[config.mk]
export PLATFORM = sky130hd
export DESIGN_NAME = rc_ident
export DESIGN_NICKNAME = d
export VERILOG_FILES = /design/src/rc_ident.v
export VERILOG_INCLUDE_DIRS = /design/src /design/src/pkg
export SDC_FILE = /design/constraint.sdc
export NUM_CORES = 1
export LEC_CHECK = 0
export ABC_AREA = 0
export ABC_CLOCK_PERIOD_IN_PS = 7400
export BUFFER_PORTS_ARGS = -buffer_cell sky130_fd_sc_hd__buf_2
export CAP_MARGIN = 0
export CORE_MARGIN = 1.5
export CORE_UTILIZATION = 41
export DETAILED_ROUTE_END_ITERATION = 12
export SETUP_SLACK_MARGIN = 0.2
export SYNTH_ARGS = -nofsm -noshare
export SYNTH_HDL_FRONTEND = slang
export SYNTH_SLANG_ARGS = --single-unit
[constraint.sdc]
create_clock -name clk_i -period 7.4 [get_ports clk_i]
set_input_delay 0.37 -clock clk_i [delete_from_list [all_inputs] [get_ports clk_i]]
set_output_delay 0.37 -clock clk_i [all_outputs]
set_load 0.02 [all_outputs]
[src/pkg/rc_ident_defs.vh]
// Purpose: Constants for the RC delay identification block
// Assumes: 20 MHz main clock, classic Wishbone register access
// Notes:   Functional notes below
`ifndef RC_IDENT_DEFS_VH
`define RC_IDENT_DEFS_VH

`define ADR_CTRL       4'h0
`define ADR_DATA       4'h4
`define BIT_ENABLE     0
`define BIT_START      1
`define BIT_TC         2
`define BIT_DONE       3
`define BIT_CYERR      4
`define SEL_LSB        8
`define SEL_MSB        10
`define CNT_MAX        16'hffff
`define CNT_ZERO       16'h0000
`define FILT_LEN       3
`define ARM_WAIT_US    300
`define CLK_MHZ        20

`endif

[src/rc_ident.v]
// Purpose: RC rise-time measurement with a Wishbone register slave
// Assumes: Comparator output is asynchronous; pad tristate done outside
// Notes:   Control at 0x0, captured count at 0x4; other addresses read zero
//
// The address map and the Wishbone interface to the registers were left to the implementer.
`timescale 1ns/100ps
`default_nettype none
`include "rc_ident_defs.vh"

module rc_ident (
    input  wire        clk_i,
    input  wire        rst_i,
    input  wire        wb_cyc_i,
    input  wire        wb_stb_i,
    input  wire        wb_we_i,
    input  wire [3:0]  wb_adr_i,
    input  wire [3:0]  wb_sel_i,
    input  wire [31:0] wb_dat_i,
    output reg  [31:0] wb_dat_o,
    output reg         wb_ack_o,
    input  wire        cmp_above_i,
    output reg         pin_o,
    output reg         pin_oe_o,
    output reg         clock_req_o,
    output reg         measure_done_irq_o
);

    localparam [2:0] ST_RESET = 3'h0;
    localparam [2:0] ST_ARMED = 3'h1;
    localparam [2:0] ST_DISCH = 3'h2;
    localparam [2:0] ST_CHARGE = 3'h3;
    localparam [2:0] ST_DONE = 3'h4;

    reg  [2:0]  state_r;
    reg         enable_r;
    reg         start_r;
    reg  [2:0]  sel_r;
    reg         tc_r;
    reg         done_r;
    reg         cyerr_r;
    reg  [15:0] cnt_r;
    reg  [15:0] data_r;
    reg  [7:0]  div_r;
    reg         sync1_r;
    reg         sync2_r;
    reg  [1:0]  hist_r;
    reg         filt_r;
    wire        wr_ctrl;
    wire        new_en;
    wire        new_st;
    wire [2:0]  new_sel;
    wire [7:0]  div_max;
    wire        tick;

    assign wr_ctrl = wb_cyc_i & wb_stb_i & wb_we_i & ~wb_ack_o & (wb_adr_i == `ADR_CTRL);
    assign new_en  = wb_sel_i[0] ? wb_dat_i[`BIT_ENABLE] : enable_r;
    assign new_st  = wb_sel_i[0] ? wb_dat_i[`BIT_START] : start_r;
    assign new_sel = wb_sel_i[1] ? wb_dat_i[`SEL_MSB:`SEL_LSB] : sel_r;

    // Select n divides main clock by 2^n; select 0 is full rate
    assign div_max = (8'h01 << sel_r) - 8'h01;
    assign tick    = (div_r == div_max);

    // Time base only runs outside reset/done to save power
    always @(posedge clk_i) begin
        if (rst_i || state_r == ST_RESET || state_r == ST_DONE || tick)
            div_r <= 8'h00;
        else
            div_r <= div_r + 8'h01;
    end

    // Synchroniser, then three-sample glitch filter
    always @(posedge clk_i) begin
        if (rst_i) begin
            sync1_r <= 1'b0;
            sync2_r <= 1'b0;
            hist_r  <= 2'h0;
            filt_r  <= 1'b0;
        end else begin
            sync1_r <= cmp_above_i;
            sync2_r <= sync1_r;
            hist_r  <= {hist_r[0], sync2_r};
            if (hist_r[1] == hist_r[0] && hist_r[0] == sync2_r)
                filt_r <= sync2_r;
        end
    end

    always @(posedge clk_i) begin
        if (rst_i) begin
            state_r  <= ST_RESET;
            enable_r <= 1'b0;
            start_r  <= 1'b0;
            sel_r    <= 3'h0;
            tc_r     <= 1'b0;
            done_r   <= 1'b0;
            cyerr_r  <= 1'b0;
            cnt_r    <= `CNT_ZERO;
            data_r   <= `CNT_ZERO;
        end else begin
            if (wr_ctrl) begin
                enable_r <= new_en;
                start_r  <= new_st;
                sel_r    <= new_sel;
            end
            case (state_r)
                ST_RESET: begin
                    tc_r    <= 1'b0;
                    done_r  <= 1'b0;
                    cyerr_r <= 1'b0;
                    cnt_r   <= `CNT_ZERO;
                    if (wr_ctrl && new_en && !new_st)
                        state_r <= ST_ARMED;
                end
                ST_ARMED: begin
                    if (wr_ctrl && !new_en)
                        state_r <= ST_RESET;
                    else if (wr_ctrl && new_st) begin
                        state_r <= ST_DISCH;
                        cnt_r   <= `CNT_ZERO;
                    end
                end
                ST_DISCH: begin
                    if (wr_ctrl && !new_en)
                        state_r <= ST_RESET;
                    else if (tick) begin
                        if (cnt_r == `CNT_MAX) begin
                            tc_r    <= 1'b1;
                            if (filt_r)
                                cyerr_r <= 1'b1;
                            cnt_r   <= `CNT_ZERO;
                            state_r <= ST_CHARGE;
                        end else
                            cnt_r <= cnt_r + 16'h0001;
                    end
                end
                ST_CHARGE: begin
                    if (wr_ctrl && !new_en)
                        state_r <= ST_RESET;
                    else if (filt_r) begin
                        data_r  <= cnt_r;
                        done_r  <= 1'b1;
                        state_r <= ST_DONE;
                    end else if (tick) begin
                        if (cnt_r == `CNT_MAX) begin
                            cyerr_r <= 1'b1;
                            data_r  <= cnt_r;
                            done_r  <= 1'b1;
                            state_r <= ST_DONE;
                        end else
                            cnt_r <= cnt_r + 16'h0001;
                    end
                end
                ST_DONE: begin
                    if (wr_ctrl && !new_en)
                        state_r <= ST_RESET;
                end
                default: state_r <= ST_RESET;
            endcase
        end
    end

    // Outputs registered from current state, so they lag state by one cycle
    always @(posedge clk_i) begin
        if (rst_i) begin
            pin_o              <= 1'b0;
            pin_oe_o           <= 1'b0;
            clock_req_o        <= 1'b0;
            measure_done_irq_o <= 1'b0;
        end else begin
            pin_o              <= 1'b0;
            pin_oe_o           <= (state_r == ST_DISCH);
            clock_req_o        <= (state_r == ST_ARMED) || (state_r == ST_DISCH)
                                  || (state_r == ST_CHARGE);
            measure_done_irq_o <= done_r;
        end
    end

    // One registered answer a cycle after each request; unmapped reads return zero
    always @(posedge clk_i) begin
        if (rst_i) begin
            wb_ack_o <= 1'b0;
            wb_dat_o <= 32'h0000_0000;
        end else begin
            wb_ack_o <= wb_cyc_i & wb_stb_i & ~wb_ack_o;
            wb_dat_o <= 32'h0000_0000;
            if (wb_cyc_i && wb_stb_i && !wb_ack_o && !wb_we_i) begin
                if (wb_adr_i == `ADR_CTRL) begin
                    wb_dat_o[`BIT_ENABLE]          <= enable_r;
                    wb_dat_o[`BIT_START]           <= start_r;
                    wb_dat_o[`BIT_TC]              <= tc_r;
                    wb_dat_o[`BIT_DONE]            <= done_r;
                    wb_dat_o[`BIT_CYERR]           <= cyerr_r;
                    wb_dat_o[`SEL_MSB:`SEL_LSB]    <= sel_r;
                end else if (wb_adr_i == `ADR_DATA)
                    wb_dat_o[15:0] <= data_r;
            end
        end
    end

endmodule
`default_nettype wire

==> key figures <==
Finish
  • Nets: 511
  • Synth-to-Final Area Change: 7.279%
  • Layout cells sized above 1: around 16%
  • Diodes inserted: 0
  • Fin util: 45.32%

Clock tree
  • Clock Sinks: 76
  • Hold buffers post-CTS: 0
  • Inserted Clock Buffers: 9
  • Clock slew at reported path FFs: 0.09 ns
  • H-tree lvl count: 3
  • Clk root buf: clkbuf_8
  • Setup bufs post-CTS: 0
  • CTS resizes: 0
  • Clk Latency, worst-skew pair: 0.35 ns
  • Clock buffer depth: 2
  • CTS tree: done

STA
  • Final setup vio count: 0
  • Slew HR: 21.65%
  • Final Hold Viols: 0
  • TNS Setup: 0 ns
  • Fmax: 0.2716 GHz
  • Period utilisation layout: between 40 and 50%
  • Worst slew pin tran: about 1.2 ns
  • RSZ-0062 raised after global routing: false
  • Crit path time final: around 3.7 ns
  • Max Transition Viols Final: 0
  • Clk_skew: roughly 0.015 ns

Floorplan
  • Horiz. Die Dim: approximately 100 um
  • IO Pins: 83
  • # rows: 35
  • Die ar.: 0.01007 sq mm
  • Die H: between 100 and 150 um
  • Core box area: 0.009196 sq mm
  • Initial core utilization: 42.24%

Synthesis
  • Synth Warn #: 0
  • Synth area leaders: dfxtp_1, mux2i_1, nor2_1
  • Most common flop cell mapped by yosys: dfxtp_1
  • Cell count after synthesis: ~440
  • Register area share after synthesis: 39.16%
  • Post-synth top area share: 39.16%
  • Fraction of registers with async set or reset after synthesis: 0%
  • Count of state elements after synthesis: 76
  • Post-synth EDFFs: 0
  • Synth area leader: dfxtp_1
  • Synth Cell Area: 0.003885 sq mm
  • Library cells used by synthesis: 62
  • Synthesized area per cell: 8.770 sq um

Placed design
  • Detailed Place HPWL: 5594 um
  • RD Place Congestion: 0.7853
  • IO buf count: 36

Setup path
  • Worst R2R End: data_r[14]
  • WP data required: 7.64 ns
  • Critical Path Source Type: flip-flop
  • Worst Setup End Kind: flip-flop
  • R2R cell count: 9
  • Crit path kind: flip-flop to flip-flop
  • Arr. time, crit path: 3.92 ns
  • Maximum fanout along the worst path: 17
  • Worst r2r src: sel_r[2]
  • R2r setup slk: 3.72 ns

Global routing
  • Largest net degree at the start of global routing: 63
  • Remaining global-route overflow: 0
  • Tot GR Track Use: 17.04%
  • Vias in the first global route: 2917
  • First-pass GRT wire length: 13900 um
  • Antenna violations before repair: 0

Hold path
  • Hold Path End: sync1_r
  • Hold path startpoint: cmp_above_i
  • Hold crit path type: input port to flip-flop
  • Hold Path Cell Cnt: 2

Power and ir drop
  • Cell Pwr Density: 198.6 mW/mm^2
  • Highest ir drop seen on vdd: 99.00 uV
  • Leakage dissipation: 1.697 nW

Detailed routing
  • Remaining DRCs: 0
  • Via count: 3084
  • Total Wirelength: 8122 um
  • ANT nets after route: 0
  • Initial DRC Count: 186
  • Drt pass-1 iters: 4
  • Routed wire length per instance: 14.05 um
  • Vias per inst: between 5 and 6

Flow run
  • Max cap viols: 0

Run status
  • Status: complete, no violations
critical path, stage by stage, from the launching register on:
cell and delay [ns]:
dfxtp_1 0.60, nor2_1 0.12, nand2_1 0.09, ha_1 0.33, nand2b_1 0.12, a21o_1 0.18, o41ai_1 0.68, nor3_1 0.25
o21ai_2 0.79, mux2_2 0.41
Yosys cell counts (2+ instances only):
cell and number:
dfxtp_1 76, nor2_1 46, mux2i_1 29, nor2b_1 25, nand2_1 24, o21ai_0 22, buf_4 21, a21oi_1 18
nand3_1 16, nand2b_1 14, and3_1 13, clkbuf_1 13, mux2_2 10, nor3_1 9, nor4_1 9, inv_1 8
buf_2 7, o41ai_1 6, xor2_1 6, nand4_1 4, o31ai_1 4, xnor2_1 4, and2_1 3, clkbuf_8 3
ha_1 3, or3_1 3, or4_1 3, a21boi_0 2, buf_6 2, nand3b_1 2, nand4b_1 2, nor3b_1 2
nor4b_1 2, o21ai_1 2, o21bai_1 2, or4b_1 2
sequential cells by signal, indices dropped and copies added, names as in the netlist, 2 cells and up:
register  cells
cnt_r        16
state_r       3
div_r         8
hist_r        2
data_r       16
sel_r         3
wb_dat_o     16
placed cells by master (no fill, tap or decap), types with 3 or more instances in the layout:
master / n
nor3_1: 9
mux2i_1: 29
o31ai_1: 4
nor2b_1: 25
conb_1: 17
and3_1: 13
inv_6: 3
nand3_1: 16
o21ai_0: 22
nor4_1: 9
nand2_1: 24
mux2_2: 10
xor2_1: 6
xnor2_1: 4
nand2b_1: 14
clkbuf_8: 9
inv_1: 8
buf_2: 36
o41ai_1: 6
a21oi_1: 18
and2_1: 3
nor2_1: 46
or4_1: 3
buf_4: 3
dfxtp_1: 76
ha_1: 3
nand4_1: 4
or3_1: 3
through the flow:
| step | instances | setup slack [ns] | hold WS (ns) | area (sq um) | total power [mW] |
|---|---|---|---|---|---|
| 2_1_floorplan | 459 | 4.568 | 0.4138 | 3945 | 0.5278 |
| 5_1_grt | 578 | 3.312 | 0.2516 | 4168 | 0.8677 |
| 6_report | 578 | 3.719 | 0.2433 | 4168 | 0.8279 |
| 3_3_place_gp | 562 | 3.740 | 0.4216 | 3976 | 0.5343 |
| 3_5_place_dp | 562 | 3.712 | 0.4286 | 3976 | 0.5367 |
| 4_1_cts | 578 | 3.700 | 0.2283 | 4168 | 0.8388 |
cell families (layout without fill, tap and decap cells):
kind of cell | after synthesis | after routing | share of synthesized area [%]
simple gates | 186 | 186 | 25.89
flops | 76 | 76 | 39.16
compound gates | 73 | 73 | 12.50
buf+inv | 55 | 63 | 8.760
mux | 39 | 39 | 10.37
xor+xnor | 10 | 10 | 2.254
fa+ha+maj | 3 | 3 | 0.9663
other cells | 1 | 17 | 0.09653
layer usage:
metal  wire length, um  part of all wire (%)  GRT usage, %  vias up
li1                  -                     -             -     1571
met1              4250                    52         24.49     1423
met2              3517                    43         26.01       82
met3               267                   3.3         2.298        8
met4                87                   1.1         6.284        0
met5                 0                     0             0        -
cell type report:
| type | count | area (sq um) |
|---|---|---|
| Fill cell | 914 | 5029 |
| Multi-Input combinational cell | 328 | 2083 |
| Sequential cell | 76 | 1521 |
| Timing Repair Buffer | 39 | 202.7 |
| Tap cell | 111 | 138.9 |
| Clock buffer | 9 | 123.9 |
| Clock inverter | 7 | 67.56 |
| Inverter | 8 | 30.03 |
where the power goes:
part           internal [mW]  switching [mW]
sequential             0.415         0.00953
clock                  0.129           0.171
combinational         0.0345          0.0688
total                  0.579           0.249
worst max path at each step:
stage | start | end
detailed placement | sel_r[2] | data_r[8]
finish | sel_r[2] | data_r[14]
global route | sel_r[2] | data_r[9]
global placement | sel_r[2] | data_r[6]
floorplan | sel_r[2] | cnt_r[3]
CTS | sel_r[2] | data_r[9]
No activity file was read; power rests on OpenSTA's default activity.
